[config.mk]
export PLATFORM = sky130hd
export DESIGN_NAME = scgc_top
export DESIGN_NICKNAME = d
export VERILOG_FILES = /design/src/scgc_gate.v /design/src/scgc_top.v
export VERILOG_INCLUDE_DIRS = /design/src
export SDC_FILE = /design/constraint.sdc
export NUM_CORES = 1
export LEC_CHECK = 0
export ABC_AREA = 1
export BUFFER_PORTS_ARGS = -buffer_cell sky130_fd_sc_hd__buf_2
export CORE_AREA = 2 2 113 87
export CTS_CLUSTER_DIAMETER = 60
export DETAILED_ROUTE_END_ITERATION = 6
export DIE_AREA = 0 0 115 89
export PLACE_DENSITY = 0.72
export SYNTH_ARGS = -nofsm -noshare
export SYNTH_HDL_FRONTEND = slang
export SYNTH_HIERARCHICAL = 1
export SYNTH_SLANG_ARGS = --single-unit
[constraint.sdc]
create_clock -name ref_clk -period 3.5 [get_ports ref_clk]
set_input_delay 0 -clock ref_clk [delete_from_list [all_inputs] [get_ports ref_clk]]
set_output_delay 0 -clock ref_clk [all_outputs]
set_load 0.01 [all_outputs]
[src/scgc_regs.vh]
// Register offsets, field positions, reset values and timing constants of the sub-clock gating control
`ifndef SCGC_REGS_VH
`define SCGC_REGS_VH
// Wishbone word offsets (byte addresses)
`define SCGC_ADDR_SYS_CTRL 8'hF0
`define SCGC_ADDR_SUBCLK 8'hF8
`define SCGC_ADDR_STATUS 8'hFC
// System control field layout
`define SCGC_DIV_MSB 2
`define SCGC_DIV_LSB 0
`define SCGC_SLEEP_BIT 3
`define SCGC_DIV_RESET 3'h7
`define SCGC_DIV_ONE 3'h0
// Sub-clock control: two bits per domain, enable low, demand high
`define SCGC_NUM_DOM 12
`define SCGC_PAIR_RESET 2'h1
`define SCGC_SUBCLK_RESET 24'h555555
// Domain indices
`define SCGC_D_RFREF 0
`define SCGC_D_CORBUS 1
`define SCGC_D_CORCORE 2
`define SCGC_D_SER1 3
`define SCGC_D_SER2 4
`define SCGC_D_TIMER 5
`define SCGC_D_SMST 6
`define SCGC_D_SSLV 7
`define SCGC_D_DEBUG 8
`define SCGC_D_MEMC 9
`define SCGC_D_CPU 10
`define SCGC_D_GPIO 11
// Slow enable deletion factor
`define SCGC_SLOW_FACTOR 1024
`define SCGC_SLOW_MAX 10'h3FF
`endif

[src/scgc_gate.v]
// Glitch-free clock gate with a latch-free negative edge enable register
`timescale 1ns/1ps
module scgc_gate (
   input wire clk_in,
   input wire reset_n,
   input wire enable,
   output wire clk_out
);
   // Enable sampled on the falling edge so it only changes while clk_in is low
   reg enable_low;

   // ==========================================
   // Falling edge capture keeps both phases whole
   always @(negedge clk_in or negedge reset_n) begin
      if (!reset_n) begin
         enable_low <= 1'b0;
      end else begin
         enable_low <= enable;
      end
   end

   // AND gate is safe: enable_low only moves while the clock is low
   assign clk_out = clk_in & enable_low;
endmodule

[src/scgc_top.v]
// Sub-clock gating control: source select, sleep, divider, slow enable and gated sub-clocks
// Overview of operation
// - RF reference clock divided by 1 to 8
// - Correlator core clock pulse-deleted by same factor
// - Source select low external, high internal
// - Sleep stops clock; wake, reset, alarm restart
// - Internal oscillator disabled on sleep entry
// - Sleep forces internal source selection
// - External power enable follows sleep state
// - Correlator bus clock is gated main clock
// - Separate gated clocks for each peripheral
// - Slow enable deletes reference pulses by 1024
// - All sub-clock gating is glitch free
// - Each domain enable bit switches its clock
// - Both bits set: clock follows demand
// - Cleared correlator enable stops all correlator clocks
// - Processor clock runs until memory access ends
// - Pending interrupt clears processor demand enable
// - Pair codes: off, always on, demand; reset 01
// - Divide field 111 is eight, 000 one
`timescale 1ns/1ps
`include "scgc_regs.vh"
module scgc_top #(
   parameter DIV_W = 3,
   parameter SLOW_W = 10
) (
   input wire ref_clk,
   input wire reset_n,
   // Clock sources
   input wire ext_clock,
   input wire osc_clock,
   input wire clock_source_select,
   // Wake-up events
   input wire ext_wakeup,
   input wire rtc_wakeup,
   // Demand requests, synchronous to the main clock
   input wire [11:0] demand_request,
   input wire memory_busy,
   input wire irq_pending,
   // Wishbone slave
   input wire wb_cyc_i,
   input wire wb_stb_i,
   input wire wb_we_i,
   input wire [7:0] wb_adr_i,
   input wire [3:0] wb_sel_i,
   input wire [31:0] wb_dat_i,
   output reg [31:0] wb_dat_o,
   output wire wb_ack_o,
   // Clock control outputs
   output wire osc_enable,
   output wire main_clock_select,
   output wire main_clock_run,
   output reg external_power_enable,
   output wire rf_reference_clock,
   output reg correlator_core_enable,
   output wire correlator_core_clock,
   output reg slow_enable,
   output wire [11:0] subclock
);
   // ==========================================
   // Registers and state
   reg [DIV_W-1:0] divide_field;          // Division setting, 111 = div 8
   reg go_sleep;                          // Sleep request from software
   reg [23:0] subclock_control_register;  // Enable/demand pairs
   reg ack;                               // Single-cycle bus answer
   reg [2:0] wake_sync;                   // Pin wake-up synchroniser
   reg [2:0] src_sync;                    // Source select synchroniser
   reg src_sel;                           // Filtered source select
   reg [DIV_W-1:0] div_count;             // Divider phase counter
   reg rf_ref;                            // Divided reference level
   reg [SLOW_W-1:0] slow_count;           // Reference pulse counter
   reg [11:0] gate_en;                    // Requested run per domain
   reg [11:0] next_gate_en;
   reg cpu_hold;                          // Processor clock kept for access
   integer i;                             // Byte lane index of the register write
   integer j;                             // Domain index of the run decision

   // Decodes one pair into a run request
   function pair_run;
      input [1:0] pair;
      input dmd;
      begin
         // Enable has priority, demand only matters when both set
         pair_run = pair[0] & (~pair[1] | dmd);
      end
   endfunction

   // Terminal count of the divider, 111 means 8 phases
   function [DIV_W-1:0] div_last;
      input [DIV_W-1:0] field;
      begin
         div_last = field;
      end
   endfunction

   wire bus_req = wb_cyc_i & wb_stb_i;
   // Write lands at the edge where the master sees ack high, never earlier
   wire wr = bus_req & wb_we_i & ack;
   wire wakeup = (wake_sync[2] & wake_sync[1]) | rtc_wakeup;

   // ==========================================
   // Bus slave: one wait state, ack dropped in the cycle after
   always @(posedge ref_clk or negedge reset_n) begin
      if (!reset_n) begin
         ack <= 1'b0;
      end else begin
         ack <= bus_req & ~ack;
      end
   end
   assign wb_ack_o = ack;

   // Read data registered with the request; unmapped offsets read zero
   always @(posedge ref_clk or negedge reset_n) begin
      if (!reset_n) begin
         wb_dat_o <= 32'h0;
      end else if (bus_req & ~ack) begin
         case (wb_adr_i)
            `SCGC_ADDR_SYS_CTRL: begin
               wb_dat_o <= {28'h0, go_sleep, divide_field};
            end
            `SCGC_ADDR_SUBCLK: begin
               wb_dat_o <= {8'h0, subclock_control_register};
            end
            `SCGC_ADDR_STATUS: begin
               wb_dat_o <= {19'h0, src_sel, gate_en};
            end
            default: begin
               wb_dat_o <= 32'h0;
            end
         endcase
      end
   end

   // ==========================================
   // System control: divide field and sleep request
   always @(posedge ref_clk or negedge reset_n) begin
      if (!reset_n) begin
         divide_field <= `SCGC_DIV_RESET;
         go_sleep <= 1'b0;
      end else begin
         if (wr && wb_adr_i == `SCGC_ADDR_SYS_CTRL && wb_sel_i[0]) begin
            divide_field <= wb_dat_i[`SCGC_DIV_MSB:`SCGC_DIV_LSB];
         end
         // Wake-up wins over a sleep write in the same cycle
         if (wakeup) begin
            go_sleep <= 1'b0;
         end else if (wr && wb_adr_i == `SCGC_ADDR_SYS_CTRL && wb_sel_i[0]) begin
            go_sleep <= wb_dat_i[`SCGC_SLEEP_BIT];
         end
      end
   end

   // ==========================================
   // Sub-clock control register; interrupt clears processor demand
   always @(posedge ref_clk or negedge reset_n) begin
      if (!reset_n) begin
         subclock_control_register <= `SCGC_SUBCLK_RESET;
      end else begin
         for (i = 0; i < 3; i = i + 1) begin
            if (wr && wb_adr_i == `SCGC_ADDR_SUBCLK && wb_sel_i[i]) begin
               subclock_control_register[i*8 +: 8] <= wb_dat_i[i*8 +: 8];
            end
         end
         // Hardware clear wins over a software write
         if (irq_pending) begin
            subclock_control_register[2*`SCGC_D_CPU+1] <= 1'b0;
         end
      end
   end

   // ==========================================
   // Pin synchronisers: three stages, change counted when last two agree
   always @(posedge ref_clk or negedge reset_n) begin
      if (!reset_n) begin
         wake_sync <= 3'h0;
         src_sync <= 3'h0;
         src_sel <= 1'b0;
      end else begin
         wake_sync <= {wake_sync[1:0], ext_wakeup};
         src_sync <= {src_sync[1:0], clock_source_select};
         if (src_sync[2] == src_sync[1]) begin
            src_sel <= src_sync[2];
         end
      end
   end

   // ==========================================
   // Source selection and sleep
   // Sleep forces the internal source, so a running external clock stops too
   assign main_clock_select = src_sel | go_sleep;
   // Oscillator off in sleep whichever source is selected
   assign osc_enable = ~go_sleep;
   // Main clock halts in sleep; reset or wake-up restarts it
   assign main_clock_run = ~go_sleep;

   // External devices powered down while asleep
   always @(posedge ref_clk or negedge reset_n) begin
      if (!reset_n) begin
         external_power_enable <= 1'b1;
      end else begin
         external_power_enable <= ~go_sleep;
      end
   end

   // ==========================================
   // Divider: reference clock and correlator core pulse deletion
   always @(posedge ref_clk or negedge reset_n) begin
      if (!reset_n) begin
         div_count <= {DIV_W{1'b0}};
         rf_ref <= 1'b0;
         correlator_core_enable <= 1'b0;
      end else begin
         if (div_count >= div_last(divide_field)) begin
            div_count <= {DIV_W{1'b0}};
         end else begin
            div_count <= div_count + 1'b1;
         end
         // High for the first half of the period; divide by 1 follows below
         rf_ref <= (div_count >= div_last(divide_field)) |
                   (div_count < (div_last(divide_field) >> 1));
         // One pulse kept out of N
         correlator_core_enable <= (div_count >= div_last(divide_field));
      end
   end
   // Divide by 1 passes the main clock itself, otherwise the divided level
   assign rf_reference_clock = (divide_field == `SCGC_DIV_ONE) ? ref_clk : rf_ref;

   // Slow enable: one pulse per 1024 reference periods
   always @(posedge ref_clk or negedge reset_n) begin
      if (!reset_n) begin
         slow_count <= {SLOW_W{1'b0}};
         slow_enable <= 1'b0;
      end else begin
         slow_enable <= 1'b0;
         if (correlator_core_enable) begin
            slow_count <= slow_count + 1'b1;
            slow_enable <= (slow_count == `SCGC_SLOW_MAX);
         end
      end
   end

   // ==========================================
   // Processor hold: keep clock while a memory access is in flight
   always @(posedge ref_clk or negedge reset_n) begin
      if (!reset_n) begin
         cpu_hold <= 1'b0;
      end else begin
         cpu_hold <= memory_busy;
      end
   end

   // Run decision per domain
   always @* begin
      for (j = 0; j < `SCGC_NUM_DOM; j = j + 1) begin
         // Demand-controlled when both bits set
         next_gate_en[j] = pair_run(subclock_control_register[2*j +: 2], demand_request[j]);
      end
      // Processor runs while an access finishes or an interrupt waits
      next_gate_en[`SCGC_D_CPU] = pair_run(subclock_control_register[2*`SCGC_D_CPU +: 2],
         demand_request[`SCGC_D_CPU] | memory_busy | cpu_hold | irq_pending);
      // Memory controller busy keeps its own clock
      next_gate_en[`SCGC_D_MEMC] = pair_run(subclock_control_register[2*`SCGC_D_MEMC +: 2],
         demand_request[`SCGC_D_MEMC] | memory_busy);
      // Either correlator enable cleared stops both correlator clocks
      if (!subclock_control_register[2*`SCGC_D_CORBUS] ||
          !subclock_control_register[2*`SCGC_D_CORCORE]) begin
         next_gate_en[`SCGC_D_CORBUS] = 1'b0;
         next_gate_en[`SCGC_D_CORCORE] = 1'b0;
      end
      // Serial demands held by the ports themselves through transfers
   end

   always @(posedge ref_clk or negedge reset_n) begin
      if (!reset_n) begin
         gate_en <= 12'h000;
      end else begin
         gate_en <= next_gate_en;
      end
   end

   // ==========================================
   // Glitch-free gates for each domain
   genvar g;
   generate
      for (g = 0; g < `SCGC_NUM_DOM; g = g + 1) begin : gates
         if (g == `SCGC_D_CORCORE) begin : core
            // Core clock adds pulse deletion to its gate
            scgc_gate u_gate (
               .clk_in(ref_clk),
               .reset_n(reset_n),
               .enable(gate_en[g] & correlator_core_enable),
               .clk_out(subclock[g])
            );
         end else begin : plain
            scgc_gate u_gate (
               .clk_in(ref_clk),
               .reset_n(reset_n),
               .enable(gate_en[g]),
               .clk_out(subclock[g])
            );
         end
      end
   endgenerate
   assign correlator_core_clock = subclock[`SCGC_D_CORCORE];
endmodule

==> out/results.ini <==
[global_route]
grt-ovfl-total = 0
grt_pass1_wl_mm = 18.2
grt_pass1_vias = 3931
grt_max_degree = 50
grt_usage = 0.240
antenna_found_initial = 0

[finish]
layout.nets = 698
drive_gt1_frac = 0.276
area_growth_pct = 41.5
fillers = 692
design_area_sq_um = 6180
antenna_cells = 0
regArea_sq_um = 2570
multiInputGateArea_sq_um = 1460

[timing]
fin_skew_ns = 0.0303
finalSetupViolCount = 0
rsz0062_at_grt = no
hold_viol_final = 1
slew_headroom = 0.199
worst_pin_slew_ns = 1.20
whs_ns = -0.00159
tns_ns = 0
drv_slew = 0

[setup_path]
r2r-start = wb_ack_o
worst_ep_required_time_ns = 3.50
setup.worst_path.end_class = output pin
startpoint = gates[2].core.u_gate/enable_low
reg2reg_slack_ns = 0.97
crit_arrival_ns = 3.13
r2r_cells = 8
cp-start-kind = flop
cp_max_fo = 2
worstSetupPathType = reg -> out

[place]
gp_congestion = 0.811
place.detailed.hpwl_mm = 6.67
place_area_sq_um = 4920
port_buffers = 101

[routing]
drt_iter0_drc = 235
wire_per_inst_um = 15.4
vias = 3738
detail-route-antenna-nets = 0
first_pass_iters = 5
via_per_inst = 5.03
drcViolationCount = 0
postRouteWirelength_mm = 11.4

[hold_path]
hp-class = in -> reg
min_from = wb_sel_i[1]
holdPathStages = 4

[yosys]
syn_area_per_cell_sq_um = 9.66
syn_inst = 452
synthTopCellsByArea = dfrtp_1, dfstp_2, nand2_1, dfrtn_1, inv_1
async_flop_share = 1.00
synth_top_area_frac = 0.424
synth_flop_cell = dfrtp_1
seq_area_frac_synth = 0.589
yosys_register_bits = 102
synth-edff-count = 0
synth_area_sq_um = 4370
yosysUniqueCellTypes = 36
yosys_warnings = 6
yosys.area.top_type = dfrtp_1

[cts]
cts_hold_buf = 57
post_cts_buffers = 0
clk_pin_slew_worst_paths_ns = 0.07
cts_tree = built
clock_latency_ns = 0.47
cts_resized = 0

[die]
die_area_sq_um = 10200
fp.dieH_um = 89
core_area_sq_um = 9010
placementRows = 30
io_pins = 121
start_util = 0.485
dieWidth_um = 115

[run]
maxCapViolCount = 0

[power_and_ir_drop]
ir_drop_mv = 0.315
leakage_nw = 3.27
power_mw = 3.63
power.density_nw_per_um2 = 587

[status]
status = finished, violations left
failed_checks = hold timing

registers in the layout, summed over array words and instances (netlist names):
register                       flops
wb_dat_o                          24
src_sel                            1
rf_ref                             1
wake_sync                          3
gate_en                           12
div_count                          3
cpu_hold                           1
external_power_enable              1
correlator_core_enable             1
wb_ack_o                           1
src_sync                           3
subclock_control_register         24
gates.core.u_gate/enable_low       1
go_sleep                           1
slow_count                        10
gates.plain.u_gate/enable_low     11
divide_field                       3
slow_enable                        1
area by class of cell:
cell class              count  area share
flip-flops and latches    102       0.416
inverters                  43      0.0261
clock inverters            19      0.0243
multi-input cells         279       0.236
repair buffers            148       0.168
well taps                 112      0.0227
clock buffers              40       0.106
cells in the mapped netlist (2+ instances only):
library cell / number
buf_4: 10
nor3_1: 3
o31ai_1: 10
buf_6: 3
o21ai_0: 33
mux2_2: 2
clkbuf_1: 2
ha_1: 6
a21oi_1: 3
nand4_1: 2
xnor2_1: 4
inv_2: 2
nor2_1: 33
xor2_1: 5
nand3_1: 33
dfrtp_1: 74
nor2_4: 6
nor2_8: 2
nand2_1: 111
nand2_2: 3
nand2_4: 2
inv_1: 53
a21o_1: 2
dfstp_2: 16
buf_2: 7
dfrtn_1: 12
o21ai_2: 4
stage by stage:
stage | std cells | utilization | worst slack (ns)
after floorplan | 459 | - | 0.956
after global placement | 653 | 0.546 | 1.02
after detailed placement | 653 | 0.546 | 1.01
after CTS | 743 | 0.686 | 0.349
after global routing | 743 | 0.686 | 0.310
final | 743 | 0.686 | 0.370
report_power, final:
group / internal, mW / leakage (nW) / switching (mW)
clock: 1.29 / 0.539 / 0.715
combinational: 0.145 / 1.52 / 0.157
sequential: 1.25 / 1.22 / 0.0606
total: 2.69 / 3.27 / 0.933
kinds of logic (layout without fill, tap and decap cells):
| kind of cell | Yosys count | count (layout) | synth area share |
|---|---|---|---|
| compound gates | 54 | 54 | 0.0731 |
| buf+inv | 78 | 250 | 0.0828 |
| fa+ha+maj | 7 | 7 | 0.0195 |
| mux | 2 | 2 | 0.00516 |
| other cells | 1 | 8 | 0.000859 |
| flops | 102 | 102 | 0.589 |
| xor+xnor | 9 | 9 | 0.0181 |
| simple gates | 199 | 199 | 0.211 |
worst paths after layout:
path,endpoint
worst min register to register,wake_sync[1]
min in group asynchronous,gate_en[11]
max in group asynchronous,gates[0].plain.u_gate/enable_low
worst max register to register,subclock_control_register[22]
worst min-delay path,subclock_control_register[14]
worst max-delay path,subclock[2]
metal layers:
layer  wire length, um  up-vias  part of all wire  GRT usage
li1                  -     1756                 -          -
met5                 0        -                 0          0
met2              5480      171              0.48      0.376
met3               910       46             0.080     0.0854
met1              4640     1765              0.41      0.282
met4               378        0             0.033      0.162
cells in the final DEF, fill, tap and decap left out, drive strengths merged, types with 2 or more instances in the layout:
cell         count
clkinvlp         2
a21o             2
xor2             5
dlygate4sd3     57
ha               6
o21ai           37
inv             56
dfrtp           74
mux2             2
dfrtn           12
bufinv           3
buf            105
nor3             3
nand4            2
conb             8
xnor2            4
a21oi            3
nand2          116
dfstp           16
nand3           35
o31ai           10
clkbuf          26
nor2            41
critical path, cell delays in order, from the launching register on:
cell	delay (ns)
dfrtn_1	0.39
nand2_1	0.07
clkbuf_16	0.15
clkbuf_16	0.13
inv_1	0.04
buf_2	0.12
Note: power is estimated with default switching activity, not from simulation.
